==> src/include/sleep_wakeup_pkg.sv <==
// Package for the sleep and wake-up controller: register map, field layout, timing.
// Assumes a 50 MHz system clock and a plain strobe register port.
package sleep_wakeup_pkg;

    // Register addresses on the plain register port
    localparam logic [3:0] ADDR_REGULATOR_CONTROL = 4'h0;
    localparam logic [3:0] ADDR_CORE_STATUS = 4'h1;
    localparam logic [3:0] ADDR_CONFIG = 4'h2;
    localparam logic [3:0] ADDR_IRQ_STATUS = 4'h3;
    localparam logic [3:0] ADDR_IRQ_MASK = 4'h4;
    localparam logic [3:0] ADDR_IRQ_ENABLE = 4'h5;

    // Regulator control fields
    localparam int REG_PM_BIT = 1;
    localparam int REG_RSVD_BIT = 0;
    localparam logic REG_PM_RESET = 1'h0;
    localparam logic REG_RSVD_RESET = 1'h1;

    // Core status fields
    localparam int STAT_TO_BIT = 4;
    localparam int STAT_PD_BIT = 3;

    // Configuration register fields
    localparam int CFG_XTAL_BIT = 0;
    localparam int CFG_TWO_SPEED_BIT = 1;
    localparam int CFG_EXT_RESET_EN_BIT = 2;
    localparam int CFG_BROWNOUT_EN_BIT = 3;
    localparam int CFG_WATCHDOG_EN_BIT = 4;
    localparam logic [7:0] CFG_RESET = 8'h1C;

    // Event status bits
    localparam int EV_WAKE_IRQ = 0;
    localparam int EV_WAKE_WDOG = 1;
    localparam int EV_SLEEP_NOP = 2;
    localparam int EV_SLEEP_ENTER = 3;

    // Interrupt sources
    localparam int NUM_SRC = 8;

    // Oscillator start-up delay: 1024 oscillator periods
    localparam int OST_PERIODS = 1024;
    localparam logic [10:0] OST_CYCLES = 11'(OST_PERIODS);

    // Extra regulator stabilisation delay after low-power sleep
    localparam int REG_STAB_NS = 5000;
    localparam int CLK_PERIOD_NS = 20;
    localparam logic [10:0] REG_STAB_CYCLES = 11'((REG_STAB_NS + CLK_PERIOD_NS - 1) / CLK_PERIOD_NS);

    // Interrupt vector address
    localparam logic [12:0] ISR_VECTOR = 13'h0004;

    typedef enum logic [2:0] {ST_RUN, ST_SLEEP, ST_REG_WAIT, ST_OST_WAIT, ST_RESUME} state_e;

    // Register port request bundle
    typedef struct packed {
        logic [3:0] addr;
        logic [7:0] wdata;
        logic wr;
        logic rd;
    } reg_req_s;

endpackage

==> src/sleep_wakeup_control.sv <==
// Sleep and wake-up controller: sleep entry, wake sources, status flags, start-up delays.
// Assumes the core asserts sleep_exec for one cycle per sleep instruction and that reset
// sources arrive asynchronously from pins or analog monitors.
//
// Behaviour
// - Leave sleep on reset pin, brown-out, power-on, watchdog, or enabled interrupt.
// - Pin, brown-out and power-on wake-ups reset; watchdog and interrupt wakes resume.
// - Prefetch instruction at program counter plus one while sleep executes; the code shows that address one cycle after the request.
// - Interrupt wakes only if its enable is set, regardless of global enable.
// - Global enable clear continues in line; set runs next instruction then vectors 0004h.
// - Clear the watchdog on every wake-up from sleep.
// - Interrupt pending before sleep with global off: sleep is a no-op, flags untouched.
// - Interrupt during sleep with global off: complete sleep, wake, clear watchdog, set flags.
// - Crystal modes wait 1024 oscillator periods on wake unless two-speed start-up is set; other modes skip it.
// - Power select bit set puts regulator in low-power state during sleep.
// - Waking from low-power sleep adds a stabilisation delay; normal mode does not.
// - Keep regulator in normal power while an incompatible peripheral is enabled.
// - Power select bit resets to zero, selecting normal-power sleep.
// - Regulator control bits 7..2 read zero; bit 0 reads one after reset.
// - Entering sleep clears powerdown flag, sets timeout flag, stops the core clock.
// - Interrupt flags set on their condition regardless of any enable.
module sleep_wakeup_control
    import sleep_wakeup_pkg::*;
(
    input wire logic clk,
    input wire logic resetn,
    input wire logic [3:0] reg_addr,
    input wire logic [7:0] reg_wdata,
    input wire logic reg_wr,
    input wire logic reg_rd,
    output logic [7:0] reg_rdata,
    output logic irq,
    input wire logic sleep_exec,
    input wire logic [12:0] program_counter,
    input wire logic global_irq_enable,
    input wire logic [NUM_SRC-1:0] irq_event,
    input wire logic external_reset_pin_n,
    input wire logic brownout_reset,
    input wire logic poweron_reset,
    input wire logic watchdog_timeout,
    input wire logic lp_incompatible_periph,
    output logic core_clk_en,
    output logic [12:0] prefetch_addr,
    output logic prefetch_req,
    output logic vector_req,
    output logic [12:0] vector_addr,
    output logic watchdog_clear,
    output logic device_reset,
    output logic regulator_low_power
);

    ////////////////////////////////////////////////////////////////////////////
    // Register port bundle
    reg_req_s req;
    assign req = '{addr: reg_addr, wdata: reg_wdata, wr: reg_wr, rd: reg_rd};

    // Sequencer state
    state_e state_r;
    // Regulator control bits
    logic regulator_sleep_power_select_r;
    logic rsvd_r;
    // Core status flags, both set by any reset
    logic timeout_flag_r;
    logic powerdown_flag_r;
    // Configuration, event status and event mask
    logic [7:0] cfg_r;
    logic [3:0] ev_status_r;
    logic [3:0] ev_mask_r;
    // Interrupt flags and their enables
    logic [NUM_SRC-1:0] irq_flag_r;
    logic [NUM_SRC-1:0] irq_enable_r;
    // Countdown shared by both start-up delays
    logic [10:0] delay_cnt_r;
    // Vector owed in the resume cycle
    logic vector_pend_r;
    // Synchroniser chains, oldest sample in bit 2
    logic [2:0] pin_sync_r;
    logic [2:0] bor_sync_r;
    logic [2:0] por_sync_r;
    logic [2:0] wdt_sync_r;
    // Address of the instruction after sleep
    logic [12:0] prefetch_addr_r;

    ////////////////////////////////////////////////////////////////////////////
    // Three-stage synchronisers for asynchronous reset and watchdog sources
    always_ff @(posedge clk or negedge resetn) begin
        if (!resetn) begin
            pin_sync_r <= 3'h0;
            bor_sync_r <= 3'h0;
            por_sync_r <= 3'h0;
            wdt_sync_r <= 3'h0;
        end else begin
            pin_sync_r <= {pin_sync_r[1:0], ~external_reset_pin_n};
            bor_sync_r <= {bor_sync_r[1:0], brownout_reset};
            por_sync_r <= {por_sync_r[1:0], poweron_reset};
            wdt_sync_r <= {wdt_sync_r[1:0], watchdog_timeout};
        end
    end

    // A source counts as asserted once stages two and three are both high; it drops when either falls
    logic pin_rst;
    logic bor_rst;
    logic por_rst;
    logic wdt_evt;
    assign pin_rst = pin_sync_r[1] & pin_sync_r[2] & cfg_r[CFG_EXT_RESET_EN_BIT];
    assign bor_rst = bor_sync_r[1] & bor_sync_r[2] & cfg_r[CFG_BROWNOUT_EN_BIT];
    assign por_rst = por_sync_r[1] & por_sync_r[2];
    assign wdt_evt = wdt_sync_r[1] & wdt_sync_r[2] & cfg_r[CFG_WATCHDOG_EN_BIT];

    // Full device reset sources, asleep or awake
    assign device_reset = pin_rst | bor_rst | por_rst;

    ////////////////////////////////////////////////////////////////////////////
    // Interrupt wake request
    logic wake_irq;
    assign wake_irq = |(irq_flag_r & irq_enable_r);

    // Sleep entry decision
    logic sleep_as_nop;
    logic sleep_enter;
    assign sleep_as_nop = sleep_exec && state_r == ST_RUN && wake_irq && !global_irq_enable;
    assign sleep_enter = sleep_exec && state_r == ST_RUN && !sleep_as_nop;

    // Wake decision while asleep
    logic wake_now;
    assign wake_now = state_r == ST_SLEEP && (wake_irq || wdt_evt);

    // Whether the regulator really dropped to low power
    logic lp_active;
    assign lp_active = regulator_sleep_power_select_r && !lp_incompatible_periph;

    ////////////////////////////////////////////////////////////////////////////
    // Sleep / wake sequencer
    always_ff @(posedge clk or negedge resetn) begin
        if (!resetn) begin
            state_r <= ST_RUN;
            delay_cnt_r <= 11'h000;
        end else if (device_reset) begin
            state_r <= ST_RUN;
            delay_cnt_r <= 11'h000;
        end else begin
            case (state_r)
                ST_RUN: begin
                    // A no-op sleep leaves the core running
                    if (sleep_enter) begin
                        state_r <= ST_SLEEP;
                    end
                end
                ST_SLEEP: begin
                    // Regulator delay first, crystal start-up after it
                    if (wake_now) begin
                        if (lp_active) begin
                            state_r <= ST_REG_WAIT;
                            delay_cnt_r <= REG_STAB_CYCLES;
                        end else if (cfg_r[CFG_XTAL_BIT] && !cfg_r[CFG_TWO_SPEED_BIT]) begin
                            state_r <= ST_OST_WAIT;
                            delay_cnt_r <= OST_CYCLES;
                        end else begin
                            state_r <= ST_RESUME;
                        end
                    end
                end
                ST_REG_WAIT: begin
                    // Count down, then hand over to the crystal wait if one is due
                    if (delay_cnt_r <= 11'h001) begin
                        if (cfg_r[CFG_XTAL_BIT] && !cfg_r[CFG_TWO_SPEED_BIT]) begin
                            state_r <= ST_OST_WAIT;
                            delay_cnt_r <= OST_CYCLES;
                        end else begin
                            state_r <= ST_RESUME;
                        end
                    end else begin
                        delay_cnt_r <= delay_cnt_r - 11'h001;
                    end
                end
                ST_OST_WAIT: begin
                    // Core clock stays stopped until the crystal has settled
                    if (delay_cnt_r <= 11'h001) begin
                        state_r <= ST_RESUME;
                    end else begin
                        delay_cnt_r <= delay_cnt_r - 11'h001;
                    end
                end
                ST_RESUME: begin
                    // One cycle for the prefetched instruction, then run
                    state_r <= ST_RUN;
                end
                default: begin
                    // Unused codes fall back to run
                    state_r <= ST_RUN;
                end
            endcase
        end
    end

    // Core clock stops from sleep entry until the resume cycle
    assign core_clk_en = state_r == ST_RUN || state_r == ST_RESUME;
    // Regulator low power only while truly asleep
    assign regulator_low_power = state_r == ST_SLEEP && lp_active;
    // Watchdog held clear on entry, on any wake (a reset wake too) and through the start-up delay
    assign watchdog_clear = sleep_enter || wake_now || device_reset || state_r == ST_REG_WAIT ||
        state_r == ST_OST_WAIT;

    ////////////////////////////////////////////////////////////////////////////
    // Prefetch of the instruction after sleep
    always_ff @(posedge clk or negedge resetn) begin
        if (!resetn) begin
            prefetch_addr_r <= 13'h0000;
        end else if (sleep_exec) begin
            prefetch_addr_r <= program_counter + 13'h0001;
        end
    end
    // Request stands only in the cycle of the sleep instruction
    assign prefetch_addr = prefetch_addr_r;
    assign prefetch_req = sleep_exec;

    // Vector after the following instruction when global interrupts are on
    always_ff @(posedge clk or negedge resetn) begin
        if (!resetn) begin
            vector_pend_r <= 1'b0;
        end else if (device_reset) begin
            vector_pend_r <= 1'b0;
        end else if (wake_now && wake_irq) begin
            vector_pend_r <= global_irq_enable;
        end else if (state_r == ST_RESUME) begin
            vector_pend_r <= 1'b0;
        end
    end
    assign vector_req = state_r == ST_RESUME && vector_pend_r;
    assign vector_addr = ISR_VECTOR;

    ////////////////////////////////////////////////////////////////////////////
    // Interrupt flags: set by condition, cleared by a one written to the enable address;
    // a condition in the same cycle as the clear wins
    genvar gi;
    generate
        for (gi = 0; gi < NUM_SRC; gi++) begin : g_flag
            always_ff @(posedge clk or negedge resetn) begin
                if (!resetn) begin
                    irq_flag_r[gi] <= 1'b0;
                end else if (irq_event[gi]) begin
                    irq_flag_r[gi] <= 1'b1;
                end else if (req.wr && req.addr == ADDR_IRQ_ENABLE && req.wdata[gi]) begin
                    irq_flag_r[gi] <= 1'b0;
                end
            end
        end
    endgenerate

    ////////////////////////////////////////////////////////////////////////////
    // Core status flags: any reset sets both; entry clears powerdown and sets timeout;
    // a watchdog-only wake clears timeout, an interrupt wake (with or without the watchdog) leaves both as entry left them
    always_ff @(posedge clk or negedge resetn) begin
        if (!resetn) begin
            timeout_flag_r <= 1'b1;
            powerdown_flag_r <= 1'b1;
        end else if (device_reset) begin
            timeout_flag_r <= 1'b1;
            powerdown_flag_r <= 1'b1;
        end else if (sleep_enter) begin
            timeout_flag_r <= 1'b1;
            powerdown_flag_r <= 1'b0;
        end else if (wake_now && wdt_evt && !wake_irq) begin
            timeout_flag_r <= 1'b0;
        end
    end

    ////////////////////////////////////////////////////////////////////////////
    // Software-written registers
    always_ff @(posedge clk or negedge resetn) begin
        if (!resetn) begin
            regulator_sleep_power_select_r <= REG_PM_RESET;
            rsvd_r <= REG_RSVD_RESET;
            cfg_r <= CFG_RESET;
            ev_mask_r <= 4'h0;
            irq_enable_r <= '0;
        end else if (req.wr) begin
            case (req.addr)
                ADDR_REGULATOR_CONTROL: begin
                    regulator_sleep_power_select_r <= req.wdata[REG_PM_BIT];
                    rsvd_r <= req.wdata[REG_RSVD_BIT];
                end
                ADDR_CONFIG: cfg_r <= req.wdata;
                ADDR_IRQ_MASK: ev_mask_r <= req.wdata[3:0];
                ADDR_IRQ_ENABLE: irq_enable_r <= req.wdata;
                default: begin
                end
            endcase
        end
    end

    ////////////////////////////////////////////////////////////////////////////
    // Sticky event status, cleared by read; a new event wins
    logic [3:0] ev_set;
    assign ev_set = {sleep_enter, sleep_as_nop, wake_now && wdt_evt, wake_now && wake_irq};
    always_ff @(posedge clk or negedge resetn) begin
        if (!resetn) begin
            ev_status_r <= 4'h0;
        end else if (req.rd && req.addr == ADDR_IRQ_STATUS) begin
            ev_status_r <= ev_set;
        end else begin
            ev_status_r <= ev_status_r | ev_set;
        end
    end
    assign irq = |(ev_status_r & ev_mask_r);

    ////////////////////////////////////////////////////////////////////////////
    // Read data, one cycle after the read strobe
    // Unmapped addresses and idle cycles read zero
    always_ff @(posedge clk or negedge resetn) begin
        if (!resetn) begin
            reg_rdata <= 8'h00;
        end else if (req.rd) begin
            case (req.addr)
                ADDR_REGULATOR_CONTROL: reg_rdata <= {6'h00, regulator_sleep_power_select_r, rsvd_r};
                ADDR_CORE_STATUS: reg_rdata <= {3'h0, timeout_flag_r, powerdown_flag_r, 3'h0};
                ADDR_CONFIG: reg_rdata <= cfg_r;
                ADDR_IRQ_STATUS: reg_rdata <= {4'h0, ev_status_r};
                ADDR_IRQ_MASK: reg_rdata <= {4'h0, ev_mask_r};
                ADDR_IRQ_ENABLE: reg_rdata <= irq_flag_r;
                default: reg_rdata <= 8'h00;
            endcase
        end else begin
            reg_rdata <= 8'h00;
        end
    end

endmodule

==> config.mk <==
export PLATFORM = sky130hd
export DESIGN_NAME = sleep_wakeup_control
export DESIGN_NICKNAME = d
export VERILOG_FILES = /design/src/include/sleep_wakeup_pkg.sv /design/src/sleep_wakeup_control.sv
export SDC_FILE = /design/constraint.sdc
export NUM_CORES = 1
export LEC_CHECK = 0
export ABC_AREA = 1
export CAP_MARGIN = 10
export CORE_MARGIN = 5
export CORE_UTILIZATION = 63
export CTS_BUF_LIST = sky130_fd_sc_hd__clkbuf_16
export DETAILED_ROUTE_END_ITERATION = 12
export DONT_BUFFER_PORTS = 1
export HOLD_SLACK_MARGIN = 0.02
export PLACE_DENSITY = 0.79
export SLEW_MARGIN = 5
export SYNTH_ARGS = -nofsm -noshare
export SYNTH_HDL_FRONTEND = slang
export SYNTH_SLANG_ARGS = --single-unit
==> constraint.sdc <==
create_clock -name clk -period 1.89 [get_ports clk]
set_input_delay 0.189 -clock clk [delete_from_list [all_inputs] [get_ports clk]]
set_output_delay 0.189 -clock clk [all_outputs]
set_load 0.01 [all_outputs]
==> results.md, run 1 <==
* Status: complete, but fails checks
* Violated checks: negative hold slack
* Final Max Slew Viols at 0
* Worst path cell trace: nand3_1, nand2_1, nor2_4, nand2_1, nor2_1, nand3_2
* CP peak stage delay at about 380 ps
* Design area at between 4000 and 5000 sq um
* Drt wl/cell at 14.6 um
* Global-route wire length before repair at roughly 16000 um
* Non-filler cells, final at between 600 and 700
* # clock sinks at 84
* Maximum fanout along the worst path at 13
* Clock Latency Late Sink at around 340 ps
* FF+latch count, synth at between 80 and 90
* DP Wirelength at about 6600 um
* Residual DRC at 0
* Max Buffers Root-to-Sink at 2
* Die height at between 90 and 100 um
* Synthesized area at ~4200 sq um
* Initial DRT Pass Iterations at 5
* Antenna violations before repair at 0
* Post-synth top flop: dfrtp_1
* Slowest CP cell: dfrtp_1
* DRT Wirelength at between 9000 and 10000 um
* PortBufs at 0
* Pre-CTS setup slack at -265 ps
* Worst setup path class: reg2out
* Yosys warning count at 0
* Power per cell area at 1370 nW/um^2
* Clock period minus worst slack at between 1500 and 2000 ps
* Hold Fails Final Rpt at 84
* Crit share post-route at 96.9%
* Cell count after synthesis at roughly 540
* Worst Skew at approximately 5.5 ps
* RR Startpoint: pin_sync_r[1]
* Core ar. at about 6700 sq um
* Pint at a little over 4 mW
* Combinational power share at approximately a third
* Routability cong. at roughly 0.86
* Starting Density at a little under two thirds
* Placed insts at slightly above 600
* Via/cell ratio at about 5.5
* Total die area at approximately 8500 sq um
* Nets@finish at between 600 and 700
* Fin Hold WS at -460 ps
* Total GRT Usage at a little under a quarter
* CTS tree: built
* Max-slew headroom at 65.4%
* Ys async rst share at between 90% and 100%
* Vias in the first global route at ~3400
* Vias at approximately 3600
* Critical R2R Capture: delay_cnt_r[9]
* Root Buffer: clkbuf_16
* Yosys cell types at 34
* Maximum VDD drop at 0.000663 V
* Top cell type by total area after synthesis: dfrtp_1
* Routed Antenna Nets at 0
* Tightest Pin Transition at 518 ps
* Layout cells sized above 1 at under 10%
* Die Width at just over 90 um
* Worst-path clk slew at approximately 70 ps
* Post-synthesis sequential area ratio at roughly half
* Reg2reg path depth at 8
* Most used cell along the critical path: nand2_1
* Setup Fix Bufs, Post-CTS at 0
* Hold crit path type: in2async
* Final core utilization at about 72%
* Leakage at ~2.5 nW
* Core Rows at 30
* Largest net degree at the start of global routing at 85
* Post-DP Area at roughly 4300 sq um
* Worst EP required at between 1500 and 2000 ps
* Seq pwr share at between 30% and 40%
* FMAX at between 500 and 600 MHz
* EDFF count, synth at 0
* Crit path capture type: output port
* IO Count at 85
* Diodes inserted at 0
* Top-area cell type share of the netlist area at a little under half
* Flop2flop setup slack at roughly 190 ps
* GRT overflow at 0
* P&R area growth vs syn at 13.5%
* Max Cap Viol at 0
* DRT iter0 DRCs at roughly 330
* Startpoint Class: flop
* Final setup fails at 0
* H-tree levels at 3
* Sw power at between 2 and 2.5 mW
* RSZ-0062 raised after global routing: true
* Final WS setup at between 50 and 60 ps
* Inserted Clock Buffers at 9
* Post-synthesis average cell area at between 7 and 8 sq um
* Worst path arrival time at 1640 ps
* Clock power share at between 20% and 30%
* Post-CTS Hold Buffers at 16
* Sw Ratio at ~38%
* Largest cells by area after synthesis: dfrtp_1, nand2_1, o21ai_0
## routing by layer
metal	vias to the layer above	share of wire, %	wire length (um)	track usage [%]
met5	-	0	0	0
li1	1763	-	-	-
met2	128	47	4450	36.4
met3	9	7.5	707	7.38
met1	1660	45	4230	32.1
met4	0	0.93	88	6.93
## registers in the layout, indices dropped and copies added, names as in the netlist, 3 cells and up
register	count
ev_status_r	4
cfg_r	8
ev_mask_r	4
wdt_sync_r	3
reg_rdata	8
bor_sync_r	3
delay_cnt_r	11
irq_enable_r	8
por_sync_r	3
irq_flag_r	8
pin_sync_r	3
state_r	3
prefetch_addr	13
## cell type report
class | instances | area, sq um
clock buffers | 9 | 225
clock inverters | 7 | 100
fillers | 510 | 1870
inverters | 63 | 236
multi-input cells | 386 | 1840
flip-flops and latches | 84 | 2110
well taps | 80 | 100
repair buffers | 22 | 205
## power groups by stage
stage	clock network, mW	registers (mW)	logic, mW
3_3_place_gp	0	2.45	2.05
4_1_cts	1.93	2.43	2.16
3_5_place_dp	0	2.46	2.10
2_1_floorplan	0	2.39	1.72
6_report	1.91	2.43	2.23
5_1_grt	2.02	2.48	2.54
## worst max-delay path: cells and delay by family (launching register included)
| kind | cells | cell delay (ps) |
|---|---|---|
| flops | 1 | 380 |
| simple gates | 6 | 930 |
## layout by cell type (no fill, tap or decap), types with 4 or more instances in the layout
cell / count
xnor2_1: 4
a21oi_1: 15
inv_1: 55
nor2_1: 49
nand4_1: 5
dfstp_2: 6
nand2_1: 167
clkbuf_16: 9
o22ai_1: 4
conb_1: 13
buf_4: 6
nor3_1: 4
inv_2: 7
dlygate4sd3_1: 16
dfrtp_1: 78
o21ai_0: 46
nand3_1: 38
xor2_1: 9
## synth_stat cells, drive strengths merged, types with 2 or more instances
library cell	instances
xor2	9
ha	3
a21oi	15
nor3	7
buf	17
a211oi	3
nand4	5
nand3	42
inv	62
nor2	53
o21ai	47
dfstp	6
o21bai	3
xnor2	4
clkbuf	4
dfrtp	78
o22ai	4
nand2	170
conb	2
a31oi	2
## logic make-up after synthesis
family / synth area share, %
simple gates: 27.7
fa+ha+maj: 0.885
compound gates: 9.94
xor+xnor: 2.69
flops: 49.7
buf+inv: 8.82
other cells: 0.177
## through the flow
stage	TNS [ps]	power (mW)
global placement	-915	4.50
finish	0	6.58
detailed placement	-2590	4.56
floorplan	0	4.11
CTS	0	6.52
global route	-31.9	7.03
## worst max path at each step
stage / start / endpoint / slack (ps)
2_1_floorplan: state_r[1] / state_r[0] / 410
3_3_place_gp: pin_sync_r[1] / delay_cnt_r[9] / -130
3_5_place_dp: pin_sync_r[1] / delay_cnt_r[9] / -260
4_1_cts: state_r[1] / watchdog_clear / 2
5_1_grt: irq_flag_r[5] / watchdog_clear / -30
6_report: pin_sync_r[1] / watchdog_clear / 60
## timing repair
action	in CTS	in global routing
resized for setup	2	7
endpoints found under the hold margin	106	84
pin swaps	0	0
setup endpoints to repair	16	11
No activity file was read; power rests on OpenSTA's default activity.
==> run 2, diff against run 1 <==
Settings changed: CORE_MARGIN 5 to default, CTS_CLUSTER_SIZE from default to 16.
==> run 2 against run 1 <==
Compared with the run above:
- the flow finishes with violations (design-rule violations, negative hold slack)
- wire length shrank 1.8%
- register-to-register slack improved by 20 ps
- worst hold slack got worse by 1.3 ps
- sequential share of layout area rose by 0.14 points
- count of clock-buffer cells in the layout unchanged
- utilization up 2.7 points
- global-route usage rose by 4.3 points
- non-clock buffer count grew 2
- final area shrank 0.31%
- sequential power about the same
- largest power group unchanged
==> results.md, run 2 (synthesis results as in run 1) <==
* Status: complete, but fails checks
* Violated checks: design-rule violations, negative hold slack
* Nets@finish at about 600
* Non-filler cells, final at 650
* Fin Hold WS at -461 ps
* Worst Skew at 6.57 ps
* Max-slew headroom at roughly 64%
* CTS tree: built
* DP Wirelength at 6320 um
* IO Count at between 80 and 90
* Core ar. at 6420 sq um
* Worst-path clk slew at roughly 70 ps
* DRT Wirelength at around 9300 um
* Diodes inserted at 0
* Layout cells sized above 1 at 8.90%
* TNS Setup at 0 ps
* Area of the multi-input gates at between 1500 and 2000 sq um
* Commonest non-fill, non-tap cells in the layout: nand2_1, dfrtp_1, inv_1
* RSZ-0062 raised after global routing: false
* Final core utilization at between 70% and 80%
* Final Max Slew Viols at 0
* H-tree levels at 3
* Hold Fails Final Rpt at 84
* DRT iter0 DRCs at 290
* RR Startpoint: state_r[2]
* Setup Fix Bufs, Post-CTS at 0
* Worst path arrival time at approximately 1600 ps
* Max Cap Viol at 0
* Tightest Pin Transition at roughly 540 ps
* Crit share post-route at ~96%
* Power per cell area at 1350 nW/um^2
* Most common cell after layout, fill and taps aside: nand2_1
* Worst path cell trace: inv_1, nor2_2, nor2_4, buf_4, inv_2, buf_4
* Clock period minus worst slack at roughly 1800 ps
* Worst setup path class: reg2out
* Drt wl/cell at between 10 and 15 um
* Placed insts at approximately 620
* Design Power at about 6.5 mW
* Inserted Clock Buffers at 9
* PortBufs at 0
* Core Rows at 29
* Antenna violations before repair at 0
* Reg2reg path depth at 8
* Vias in the first global route at around 3400
* Residual DRC at 8
* Largest register FFs at 13
* Delay-heaviest family, CP: flip-flops
* Max Buffers Root-to-Sink at 2
* Final setup fails at 0
* Vias at between 3000 and 4000
* # clock sinks at 84
* Crit path capture type: output port
* GRT overflow at 0
* Worst EP required at between 1500 and 2000 ps
* Critical R2R Capture: delay_cnt_r[1]
* Sequential Area at 2110 sq um
* Maximum fanout along the worst path at 9
* Clock Latency Late Sink at ~340 ps
* Largest net degree at the start of global routing at between 80 and 90
* Starting Density at 66.0%
* Die height at around 84 um
* Routed Antenna Nets at 0
* P&R area growth vs syn at 13.2%
* Via/cell ratio at approximately 5.6
* Maximum VDD drop at approximately 0.00072 V
* Routability cong. at 0.879
* CP peak stage delay at 530 ps
* Flop2flop setup slack at around 210 ps
* Count of filler cells inserted in the layout at 497
* Total die area at between 7000 and 8000 sq um
* Slowest CP cell: dfstp_2
* Hold crit path type: in2async
* Die Width at about 84 um
* Most used cell along the critical path: buf_4
* Startpoint Class: flop
* Post-CTS Hold Buffers at 16
* Leakage at approximately 2.4 nW
* Initial DRT Pass Iterations at 9
* Buf/Inv on CP at 4
* Global-route wire length before repair at roughly 15000 um
* Total GRT Usage at between 20% and 30%
* Root Buffer: clkbuf_16
* FMAX at 552 MHz
==> run 2: through the flow <==
| stage | worst slack [ps] | area (sq um) |
|---|---|---|
| detailed placement | -0.682 | 4300 |
| global route | 6.41 | 4800 |
| global placement | 112 | 4300 |
| CTS | 25.0 | 4770 |
| finish | 79.4 | 4800 |
| floorplan | 414 | 4280 |
==> run 2: layout make-up <==
class                           count  area share [%]
Sequential cell                    84            44.0
Multi-Input combinational cell    386            38.1
Clock buffer                        9            4.69
Inverter                           63            4.93
Timing Repair Buffer               24            4.59
Clock inverter                      7            1.75
Tap cell                           77            2.01
==> run 2: per-layer routing <==
layer | track usage, % | vias to the layer above | routed length (um)
li1 | - | 1764 | -
met1 | 36.3 | 1709 | 4140
met2 | 46.2 | 152 | 4340
met3 | 7.22 | 15 | 684
met4 | 8.15 | 0 | 134
met5 | 0 | - | 0
==> run 2: power breakdown <==
group          switching [mW]  internal, mW  total (mW)  leakage (nW)
registers               0.301          2.14        2.44          1.01
clock network           0.758          1.05        1.80         0.142
logic                    1.44         0.785        2.23          1.29
==> run 2: worst reg2reg max path, cell delays in order, from the launching register on <==
cell and delay, ps:
dfrtp_1 430, inv_1 90, nand2_1 160, nor2_1 350
nand2_1 110, o21ai_2 160, nand2_1 100, nand3_1 100
nand2_1 60
==> run 2: what timing repair did <==
item / in CTS / in global routing
gates resized for setup: 1 / 6
hold endpoints to repair: 106 / 84
endpoints found under the setup margin: 3 / 12
pin swaps: 0 / 0
==> run 2: how the worst max path moves through the flow <==
stage | slack, ps | start | depth (start not counted) | endpoint
after floorplan | 410 | state_r[1] | 9 | state_r[0]
after CTS | 20 | irq_flag_r[5] | 7 | watchdog_clear
after global placement | 110 | pin_sync_r[1] | 8 | delay_cnt_r[9]
after detailed placement | -0.7 | pin_sync_r[1] | 8 | delay_cnt_r[9]
after global routing | 6 | cfg_r[3] | 6 | device_reset
final | 80 | cfg_r[3] | 6 | device_reset
